--- config.mk ---
export PLATFORM = sky130hd
export DESIGN_NAME = gpr_port_regs
export DESIGN_NICKNAME = d
export VERILOG_FILES = /design/src/design/gpr_port_regs.v
export VERILOG_INCLUDE_DIRS = /design/src /design/src/design
export SDC_FILE = /design/constraint.sdc
export NUM_CORES = 1
export LEC_CHECK = 0
export ABC_AREA = 0
export BUFFER_PORTS_ARGS = -buffer_cell sky130_fd_sc_hd__buf_2
export CAP_MARGIN = 20
export CORE_ASPECT_RATIO = 0.9
export CORE_MARGIN = 4
export CORE_UTILIZATION = 43
export CTS_BUF_LIST = sky130_fd_sc_hd__clkbuf_4 sky130_fd_sc_hd__clkbuf_8
export CTS_CLUSTER_SIZE = 10
export DETAILED_ROUTE_END_ITERATION = 8
export PLACE_DENSITY_LB_ADDON = 0.12
export REMOVE_ABC_BUFFERS = 1
export SKIP_CTS_REPAIR_TIMING = 1
export SLEW_MARGIN = 20
export SYNTH_ARGS = -nofsm -noshare
export SYNTH_HDL_FRONTEND = slang
export SYNTH_SLANG_ARGS = --single-unit
--- constraint.sdc ---
create_clock -name sys_clk_i -period 1.8 [get_ports sys_clk_i]
set_clock_uncertainty 0.1 [all_clocks]
set_input_delay 0.27 -clock sys_clk_i [delete_from_list [all_inputs] [get_ports sys_clk_i]]
set_output_delay 0.27 -clock sys_clk_i [all_outputs]
set_load 0.01 [all_outputs]
--- src/design/gpr_regs.vh ---
// register offsets, field positions and reset values of the port register block
`ifndef GPR_REGS_VH
`define GPR_REGS_VH

`define GPR_ADDR_W          6
`define GPR_A_PIN_OFS       6'h00
`define GPR_A_DIR_OFS       6'h01
`define GPR_A_OUT_OFS       6'h02
`define GPR_B_PIN_OFS       6'h03
`define GPR_B_DIR_OFS       6'h04
`define GPR_B_OUT_OFS       6'h05
`define GPR_D_PIN_OFS       6'h09
`define GPR_D_DIR_OFS       6'h0a
`define GPR_D_OUT_OFS       6'h0b
`define GPR_HV_OUT_OFS      6'h08
`define GPR_CTRL_OFS        6'h35

`define GPR_CTRL_DBG_OFF    7
`define GPR_CTRL_PU_OFF     4
`define GPR_CTRL_VEC_SEL    1
`define GPR_CTRL_VEC_CHG    0
`define GPR_CTRL_WMASK      8'h93

`define GPR_D_WIDTH         2
`define GPR_HV_WIDTH        4
`define GPR_RST_8           8'h00
`define GPR_RST_D           2'h0
`define GPR_RST_HV          4'h0

`endif

--- src/design/gpr_port_regs.v ---
// port register set with general ports a, b, d and the high-voltage open-collector port
// Behaviour
// - pull-up disable bit kills every pull-up
// - bit set/clear touches only one latch
// - high-voltage port has one data address
// - high-voltage data register reads back the low four written bits, upper bits zero
// - high-voltage pins sink or float only
// - one write, one read strobe for the high-voltage port
// - latch one pulls low, zero floats
// - reset floats high-voltage pins without clock
`timescale 1ns/1ps
`default_nettype none
`include "gpr_regs.vh"

module gpr_port_regs (
  // clock and reset
  input  wire                    sys_clk_i,
  input  wire                    rst_n_i,
  // register port
  input  wire [`GPR_ADDR_W-1:0]  io_addr_i,
  input  wire                    io_wr_i,
  input  wire                    io_rd_i,
  input  wire [7:0]              io_wdata_i,
  output reg  [7:0]              io_rdata_o,
  // single-bit instruction port
  input  wire                    set_single_bit_instr_i,
  input  wire                    clear_single_bit_instr_i,
  input  wire [2:0]              bit_sel_i,
  // port a pins
  input  wire [7:0]              bank_a_pin_i,
  output wire [7:0]              bank_a_pin_o,
  output wire [7:0]              bank_a_pin_oe_o,
  output wire [7:0]              bank_a_pullup_o,
  // port b pins
  input  wire [7:0]              bank_b_pin_i,
  output wire [7:0]              bank_b_pin_o,
  output wire [7:0]              bank_b_pin_oe_o,
  output wire [7:0]              bank_b_pullup_o,
  // port d pins
  input  wire [`GPR_D_WIDTH-1:0] bank_d_pin_i,
  output wire [`GPR_D_WIDTH-1:0] bank_d_pin_o,
  output wire [`GPR_D_WIDTH-1:0] bank_d_pin_oe_o,
  output wire [`GPR_D_WIDTH-1:0] bank_d_pullup_o,
  // high-voltage open-collector pins
  output wire [`GPR_HV_WIDTH-1:0] hv_pin_o,
  output wire [`GPR_HV_WIDTH-1:0] hv_pin_oe_o,
  // control outputs
  output wire                    debug_iface_off_o,
  output wire                    vector_table_select_o,
  output wire                    vector_change_enable_o
);

  reg  [7:0]               a_dir_reg;
  reg  [7:0]               a_out_reg;
  reg  [7:0]               b_dir_reg;
  reg  [7:0]               b_out_reg;
  reg  [`GPR_D_WIDTH-1:0]  d_dir_reg;
  reg  [`GPR_D_WIDTH-1:0]  d_out_reg;
  reg  [`GPR_HV_WIDTH-1:0] hv_out_reg;
  reg  [7:0]               ctrl_reg;
  reg  [7:0]               a_sync1_reg;
  reg  [7:0]               a_sync2_reg;
  reg  [7:0]               b_sync1_reg;
  reg  [7:0]               b_sync2_reg;
  reg  [`GPR_D_WIDTH-1:0]  d_sync1_reg;
  reg  [`GPR_D_WIDTH-1:0]  d_sync2_reg;
  reg  [7:0]               rdata_next;

  wire                     bit_op;
  wire [7:0]               bit_mask;
  wire                     pu_off;
  wire                     hv_wr_strobe;
  wire                     hv_rd_strobe;
  wire                     reg_we;
  wire                     a_dir_we;
  wire                     a_out_we;
  wire                     b_dir_we;
  wire                     b_out_we;
  wire                     d_dir_we;
  wire                     d_out_we;
  wire                     ctrl_we;
  wire [7:0]               d_dir_upd;
  wire [7:0]               d_out_upd;
  wire [7:0]               hv_upd;

  // single-bit instruction decode
  assign bit_op   = set_single_bit_instr_i | clear_single_bit_instr_i;
  assign bit_mask = 8'h01 << bit_sel_i;
  assign pu_off   = ctrl_reg[`GPR_CTRL_PU_OFF];

  // one shared strobe pair for the whole high-voltage port
  assign hv_wr_strobe = (io_wr_i | bit_op) && (io_addr_i == `GPR_HV_OUT_OFS);
  assign hv_rd_strobe = io_rd_i && (io_addr_i == `GPR_HV_OUT_OFS);

  // merge a write or a single-bit op into a register value
  function [7:0] upd;
    input [7:0] cur;
    begin
      if (set_single_bit_instr_i) begin
        upd = cur | bit_mask;
      end else if (clear_single_bit_instr_i) begin
        upd = cur & ~bit_mask;
      end else begin
        upd = io_wdata_i;
      end
    end
  endfunction

  // per-register write enables, a write or a single-bit op
  assign reg_we   = io_wr_i | bit_op;
  assign a_dir_we = reg_we && (io_addr_i == `GPR_A_DIR_OFS);
  assign a_out_we = reg_we && (io_addr_i == `GPR_A_OUT_OFS);
  assign b_dir_we = reg_we && (io_addr_i == `GPR_B_DIR_OFS);
  assign b_out_we = reg_we && (io_addr_i == `GPR_B_OUT_OFS);
  assign d_dir_we = reg_we && (io_addr_i == `GPR_D_DIR_OFS);
  assign d_out_we = reg_we && (io_addr_i == `GPR_D_OUT_OFS);
  assign ctrl_we  = reg_we && (io_addr_i == `GPR_CTRL_OFS);

  // narrow ports merge through the byte-wide update
  assign d_dir_upd = upd({6'h00, d_dir_reg});
  assign d_out_upd = upd({6'h00, d_out_reg});
  assign hv_upd    = upd({4'h0, hv_out_reg});

  // pin synchronisers
  always @(posedge sys_clk_i) begin
    a_sync1_reg <= bank_a_pin_i;
    a_sync2_reg <= a_sync1_reg;
    b_sync1_reg <= bank_b_pin_i;
    b_sync2_reg <= b_sync1_reg;
    d_sync1_reg <= bank_d_pin_i;
    d_sync2_reg <= d_sync1_reg;
  end

  // register writes
  always @(posedge sys_clk_i) begin
    if (!rst_n_i) begin
      a_dir_reg <= `GPR_RST_8;
      a_out_reg <= `GPR_RST_8;
      b_dir_reg <= `GPR_RST_8;
      b_out_reg <= `GPR_RST_8;
      d_dir_reg <= `GPR_RST_D;
      d_out_reg <= `GPR_RST_D;
      ctrl_reg  <= `GPR_RST_8;
    end else begin
      if (a_dir_we) begin
        a_dir_reg <= upd(a_dir_reg);
      end
      if (a_out_we) begin
        a_out_reg <= upd(a_out_reg);
      end
      if (b_dir_we) begin
        b_dir_reg <= upd(b_dir_reg);
      end
      if (b_out_we) begin
        b_out_reg <= upd(b_out_reg);
      end
      if (d_dir_we) begin
        d_dir_reg <= d_dir_upd[`GPR_D_WIDTH-1:0];
      end
      if (d_out_we) begin
        d_out_reg <= d_out_upd[`GPR_D_WIDTH-1:0];
      end
      if (ctrl_we) begin
        ctrl_reg <= upd(ctrl_reg) & `GPR_CTRL_WMASK;
      end
    end
  end

  // high-voltage latch, cleared asynchronously so pins float with no clock
  always @(posedge sys_clk_i or negedge rst_n_i) begin
    if (!rst_n_i) begin
      hv_out_reg <= `GPR_RST_HV;
    end else if (hv_wr_strobe) begin
      hv_out_reg <= hv_upd[`GPR_HV_WIDTH-1:0];
    end
  end

  // read mux
  always @* begin
    rdata_next = 8'h00;
    case (io_addr_i)
      `GPR_A_PIN_OFS: rdata_next = a_sync2_reg;
      `GPR_A_DIR_OFS: rdata_next = a_dir_reg;
      `GPR_A_OUT_OFS: rdata_next = a_out_reg;
      `GPR_B_PIN_OFS: rdata_next = b_sync2_reg;
      `GPR_B_DIR_OFS: rdata_next = b_dir_reg;
      `GPR_B_OUT_OFS: rdata_next = b_out_reg;
      `GPR_D_PIN_OFS: rdata_next = {6'h00, d_sync2_reg};
      `GPR_D_DIR_OFS: rdata_next = {6'h00, d_dir_reg};
      `GPR_D_OUT_OFS: rdata_next = {6'h00, d_out_reg};
      `GPR_HV_OUT_OFS: rdata_next = hv_rd_strobe ? {4'h0, hv_out_reg} : 8'h00;
      `GPR_CTRL_OFS:  rdata_next = ctrl_reg;
      default:        rdata_next = 8'h00;
    endcase
  end

  always @(posedge sys_clk_i) begin
    if (!rst_n_i) begin
      io_rdata_o <= `GPR_RST_8;
    end else if (io_rd_i) begin
      io_rdata_o <= rdata_next;
    end
  end

  // general port pin drive
  assign bank_a_pin_o    = a_out_reg;
  assign bank_a_pin_oe_o = a_dir_reg;
  assign bank_a_pullup_o = ~a_dir_reg & a_out_reg & {8{~pu_off}};
  assign bank_b_pin_o    = b_out_reg;
  assign bank_b_pin_oe_o = b_dir_reg;
  assign bank_b_pullup_o = ~b_dir_reg & b_out_reg & {8{~pu_off}};
  assign bank_d_pin_o    = d_out_reg;
  assign bank_d_pin_oe_o = d_dir_reg;
  assign bank_d_pullup_o = ~d_dir_reg & d_out_reg & {`GPR_D_WIDTH{~pu_off}};

  // open collector: drive zero when latch is one, else float
  assign hv_pin_o    = {`GPR_HV_WIDTH{1'b0}};
  assign hv_pin_oe_o = hv_out_reg & {`GPR_HV_WIDTH{rst_n_i}};

  // control bits
  assign debug_iface_off_o      = ctrl_reg[`GPR_CTRL_DBG_OFF];
  assign vector_table_select_o  = ctrl_reg[`GPR_CTRL_VEC_SEL];
  assign vector_change_enable_o = ctrl_reg[`GPR_CTRL_VEC_CHG];

endmodule

`default_nettype wire

Word level (Yosys, flattened, before mapping). Cells that the tools add are included.

Bitwise operators: 30. Reduce and logical (&&, ||, !) cells: 10. Muxes and demuxes: 18. Equality and inequality tests: 10. Shift operators: 1.

Operators with widths (number): 8-bit one-hot mux with 11 select lines (1); 8-bit 2-to-1 mux (10); 8-bit AND (9); 8-bit OR (5); 6-bit by 4-bit equality test with 1-bit output, second input constant (4); 8-bit inverter (3); 6-bit by 2-bit equality test with 1-bit output, second input constant (2); 6-bit by 3-bit equality test with 1-bit output, second input constant (2); 4-bit 2-to-1 mux (3); 1-bit logical AND (9); 2-bit AND (4); 4-bit AND (2); 2-bit 2-to-1 mux (4); 1-bit by 3-bit left shift with 8-bit output, first input constant (1); 6-bit by 1-bit equality test with 1-bit output, second input constant (1); 6-bit equality test, second input constant (1); 6-bit zero test (1); 2-bit OR (2); 4-bit OR (1); 2-bit inverter (1); 1-bit OR (2); 1-bit inverter (1).

Bits of input ports: 41. Flip-flop bits (word level): 88. Logic and storage cells: 84. Output and inout port bits: 73.

Longest topological paths before layout.
Depth after elaboration: 5. Gate-level depth with buffers: 8. Mapped depth without buffers: 5.

Worst setup path after synthesis. OpenSTA, ideal clock, no wires.

Path kind: input-to-reg. Start: input clear_single_bit_instr_i. End: register b_dir_reg[4] (netlist: bank_b_pin_oe_o[4]). Path slack: 99 ps. Data arrival time: 1461 ps. Cell stages on the path: 8. Path buffers: 4. Path through: buf_6 -> or3_4 -> buf_6 -> and2_4 -> buf_6 -> buf_6 -> a22oi_1 -> a221oi_2.

Longest elaborated chain between the ends: 3. Elaborated cells between the ends (all ways): 5. Those cells by class: mux: 2; bitwise: 2; reduce/logical: 1.

Ends and longest elaborated chain: start: declaration (RTL line gpr_port_regs.v:27) `input wire clear_single_bit_instr_i,`; 1-bit OR (RTL line gpr_port_regs.v:87) `assign bit_op = set_single_bit_instr_i | clear_single_bit_instr_i;`; 1-bit OR (RTL line gpr_port_regs.v:110) `assign reg_we = io_wr_i | bit_op;`; 1-bit logical AND (RTL line gpr_port_regs.v:113) `` assign b_dir_we = reg_we && (io_addr_i == `GPR_B_DIR_OFS); ``; end signal: assignment (RTL line gpr_port_regs.v:139) `` b_dir_reg <= `GPR_RST_8; ``; end signal: assignment (RTL line gpr_port_regs.v:152) `b_dir_reg <= upd(b_dir_reg);`; end: declaration (RTL line gpr_port_regs.v:55) `reg [7:0] b_dir_reg;`.

Parallel ways exist; a longest one is shown, timed or not. A chain may end at the register's enable or synchronous reset.

Worst setup path after layout.
Start: register a_out_reg[1] (netlist: bank_a_pin_o[1]). End: register io_rdata_o[1].

Longest elaborated chain between the ends: 1.

Ends and longest elaborated chain: start: declaration (RTL line gpr_port_regs.v:54) `reg [7:0] a_out_reg;`; start signal: assignment (RTL line gpr_port_regs.v:138) `` a_out_reg <= `GPR_RST_8; ``; start signal: assignment (RTL line gpr_port_regs.v:149) `a_out_reg <= upd(a_out_reg);`; 8-bit one-hot mux with 11 select lines (RTL line gpr_port_regs.v:181) `case (io_addr_i)`; end signal: assignment (RTL line gpr_port_regs.v:199) `` io_rdata_o <= `GPR_RST_8; ``; end signal: assignment (RTL line gpr_port_regs.v:201) `io_rdata_o <= rdata_next;`; end: declaration (RTL line gpr_port_regs.v:24) `output reg [7:0] io_rdata_o,`.

Every way passes these cells.

==> results summary <==
The number of H-tree branching levels came out at 3. The total placed instance area came out at 4891 sq um. The clock transition at the register clock pins on the worst setup and hold paths after CTS is 90 ps. The filler cell count came out at approximately 830. The library cells used most frequently in the layout, excluding fill and tap cells, are sky130_fd_sc_hd__buf_2, sky130_fd_sc_hd__dfxtp_1, sky130_fd_sc_hd__a21oi_1.

The count of yosys warnings during synthesis came out at 0. Counting flops with a built-in enable in the synthesized netlist gives 0. Setup violations remaining at the end of the flow were counted as 0.

The flow ran to the end, and the final reports show no timing, DRC or antenna violations. The synthesized design spends more area on one cell type than any other, namely sky130_fd_sc_hd__dfxtp_1. The overall die area came out at 11000 sq um.

The internal reg-to-reg setup slack came out at about 46 ps. After synthesis, the largest area contributor takes up a little over two fifths of total cell area. The post-synthesis cell area came out at 4035 sq um. The setup path with the least slack is of type reg2reg. The multi-input combinational cell area is just over 2000 sq um. The startpoint class of the critical path is a register.

Wires add up to 12.86 mm. For this run, design rule violations remaining after detail routing come to 0. The detailed-placement wirelength estimate came out at roughly 9.5 mm. The maximum number of pins on one net before global-route repair came out at 28. The initial antenna violation count is 0.

The initial cell density of the core is 44.22%. The final cycle utilization of the critical path is 97.46%. The static leakage came out at roughly 2.3 nW. Port buffering added between 100 and 150 buffers.

The final cell area excluding filler cells is approximately 5300 sq um. During I/O placement, the number of pins put on the boundary was 114. The aggregate negative setup slack is 0 ps. The tool flagged a number of max-cap violations equal to 0. The total inserted antenna cells came out at 0. The layout overhead on the synthesized area came out at 30.73%. The net count of the finished layout came out at between 600 and 700. For the worst setup path, the data required time is 1930 ps.

The final total power came out at ~3.8 mW. The height of the chip came out at 99.90 microns. The dominant cell type by count on the critical path is sky130_fd_sc_hd__o21ai_0.

The number of buffers created by CTS came out at 9. IR analysis of the VDD net gives a maximum drop of about 0.56 mV. Of all flip-flops after synthesis, the portion carrying an async set or reset was around 4.5%. The mean number of vias per cell is 5.681. The worst setup path is captured at a register. TritonCTS built the clock tree. Setup repair after global routing left no endpoint under its margin.

In this run the worst hold path is classified as in2reg. The area occupied by registers is 1782 sq um. The leftover overflow at the end of global routing is 0. The number of nets still failing antenna checks after routing came out at 0.

For the pin with the worst max-slew slack, the measured transition is about 620 ps. The floorplan has 33 rows. The most used flip-flop cell after synthesis is sky130_fd_sc_hd__dfxtp_1. The worst relative slew slack came out at 58.52%. The signal on the critical path passes through mux2_2 -> nand3_1 -> o21ai_0 -> a2111oi_1 -> o21ai_0.

The share of layout cells above drive strength 1 came out at between 30% and 40%. After the first detailed-routing iteration, the DRC count stood at roughly 320. Clock tree synthesis found a total of 88 sinks. The number of buffers between clock root and the deepest sink is 2. After floorplanning, the core was sized to cover 9125 sq um. After detailed routing, the average wire length per cell comes to 18.39 microns. The final critical path time including I/O delays and setup is 1754 ps. The clock latency on the worst-skew pair is 360 ps. After synthesis, the cell types taking the most area are sky130_fd_sc_hd__dfxtp_1, sky130_fd_sc_hd__a21oi_1, sky130_fd_sc_hd__a22oi_1.

Based on the critical path, the design can be clocked at up to 0.5701 GHz. The placer's final routability congestion estimate came out at slightly below 0.9. Leaving out fill and tap cells, the most frequent cell in the layout is sky130_fd_sc_hd__buf_2. Of the synthesized area, sequential elements account for 44.16%. The synthesized design contains 88 register bits.

The number of distinct library cells after synthesis is 57. The tree is rooted in a sky130_fd_sc_hd__clkbuf_8. The first-pass GRT wire length came out at about 20 mm. The cell with the largest stage delay on the worst path is sky130_fd_sc_hd__a2111oi_1. Cells fill 57.81% of the core in the end. The overall track demand over capacity in global routing came out at 23.34%. The ratio of total power to cell area came out at 724.5 nW/um^2. The die is 110.1 microns wide. In this run the mean area of a mapped cell was 9.607 sq um. The via count of the first global-routing pass is 3820. The number of search-and-repair iterations in the first detailed-routing pass came out at 5. The largest single stage delay on the critical path is 570 ps. The via count is just under 4000. The data arrival time at the worst-slack endpoint came out at 1890 ps.

The count of final hold-check violations came out at 0. The maximum fanout along the worst path came out at 4. The max-slew violation count is 0. The number of standard cells after synthesis came out at 420.
## layout make-up
class                           instances  share of cell area [%]
Multi-Input combinational cell        287                   38.16
Sequential cell                        88                   33.78
Timing Repair Buffer                  173                   20.64
Tap cell                              122                   2.894
Clock buffer                           11                   2.870
Inverter                               13                  0.9250
Clock inverter                          5                  0.7353
## per-stage QoR
stage	hold slack (ps)	instances	worst slack, ps
4_1_cts	-197.6	680	-57.69
6_report	170.1	699	45.77
3_5_place_dp	192.8	664	-427.9
3_3_place_gp	187.1	664	-399.8
2_1_floorplan	-125.6	388	-72.85
5_1_grt	182.5	699	31.50
## routing by layer
metal	share of wire, %	vias up	global-route usage, %
li1	-	1860	-
met1	46	1905	34.32
met2	45	188	34.98
met3	8.4	18	4.309
met4	1.2	0	6.629
met5	0	-	0
## report_power, final
group	switching, mW	internal (mW)
logic	0.267	0.203
clock network	0.739	0.585
registers	0.0234	2.00
total	1.03	2.79
## synthesized netlist by cell type, types with 5 or more instances
library cell               instances
sky130_fd_sc_hd__clkbuf_1         13
sky130_fd_sc_hd__a221oi_1          5
sky130_fd_sc_hd__a211oi_1         14
sky130_fd_sc_hd__buf_6             5
sky130_fd_sc_hd__and3_1            9
sky130_fd_sc_hd__mux4_2            8
sky130_fd_sc_hd__nor3b_1          20
sky130_fd_sc_hd__buf_2             9
sky130_fd_sc_hd__buf_4             6
sky130_fd_sc_hd__nor3_1            6
sky130_fd_sc_hd__a21oi_1          51
sky130_fd_sc_hd__inv_1            11
sky130_fd_sc_hd__nor2_1           33
sky130_fd_sc_hd__o21ai_0          16
sky130_fd_sc_hd__nand2_1          23
sky130_fd_sc_hd__a22oi_1          25
sky130_fd_sc_hd__o221a_2           7
sky130_fd_sc_hd__dfxtp_1          84
sky130_fd_sc_hd__nand3_1           5
sky130_fd_sc_hd__and2_1            8
## worst max-delay path: cells and delay by family, from the launching register on
family | cells | cell delay [ps]
muxes | 1 | 300
DFF | 1 | 350
and+or+nand+nor | 1 | 90
AOI/OAI and AO/OA | 3 | 790
## cell families after synthesis
group	after synthesis	synth area share, %
mux	13	5.736
buf+inv	48	6.263
flops	88	44.16
compound gates	144	25.15
simple gates	126	18.60
other cells	1	0.09293
## path summary, 6_finish.rpt
check,start,to,depth (start not counted)
setup reg to reg,bank_a_pin_o[1]$_SDFFE_PN0P_,io_rdata_o[1]$_SDFFE_PN0P_,5
min in group asynchronous,rst_n_i,hv_out_reg[0]$_DFFE_PN0P_,3
hold / removal,io_rd_i,io_rdata_o[0]$_SDFFE_PN0P_,3
setup / recovery,bank_a_pin_o[1]$_SDFFE_PN0P_,io_rdata_o[1]$_SDFFE_PN0P_,5
hold reg to reg,a_sync1_reg[0]$_DFF_P_,a_sync2_reg[0]$_DFF_P_,0
max in group asynchronous,rst_n_i,hv_out_reg[3]$_DFFE_PN0P_,3
No activity file was read; power rests on OpenSTA's default activity.
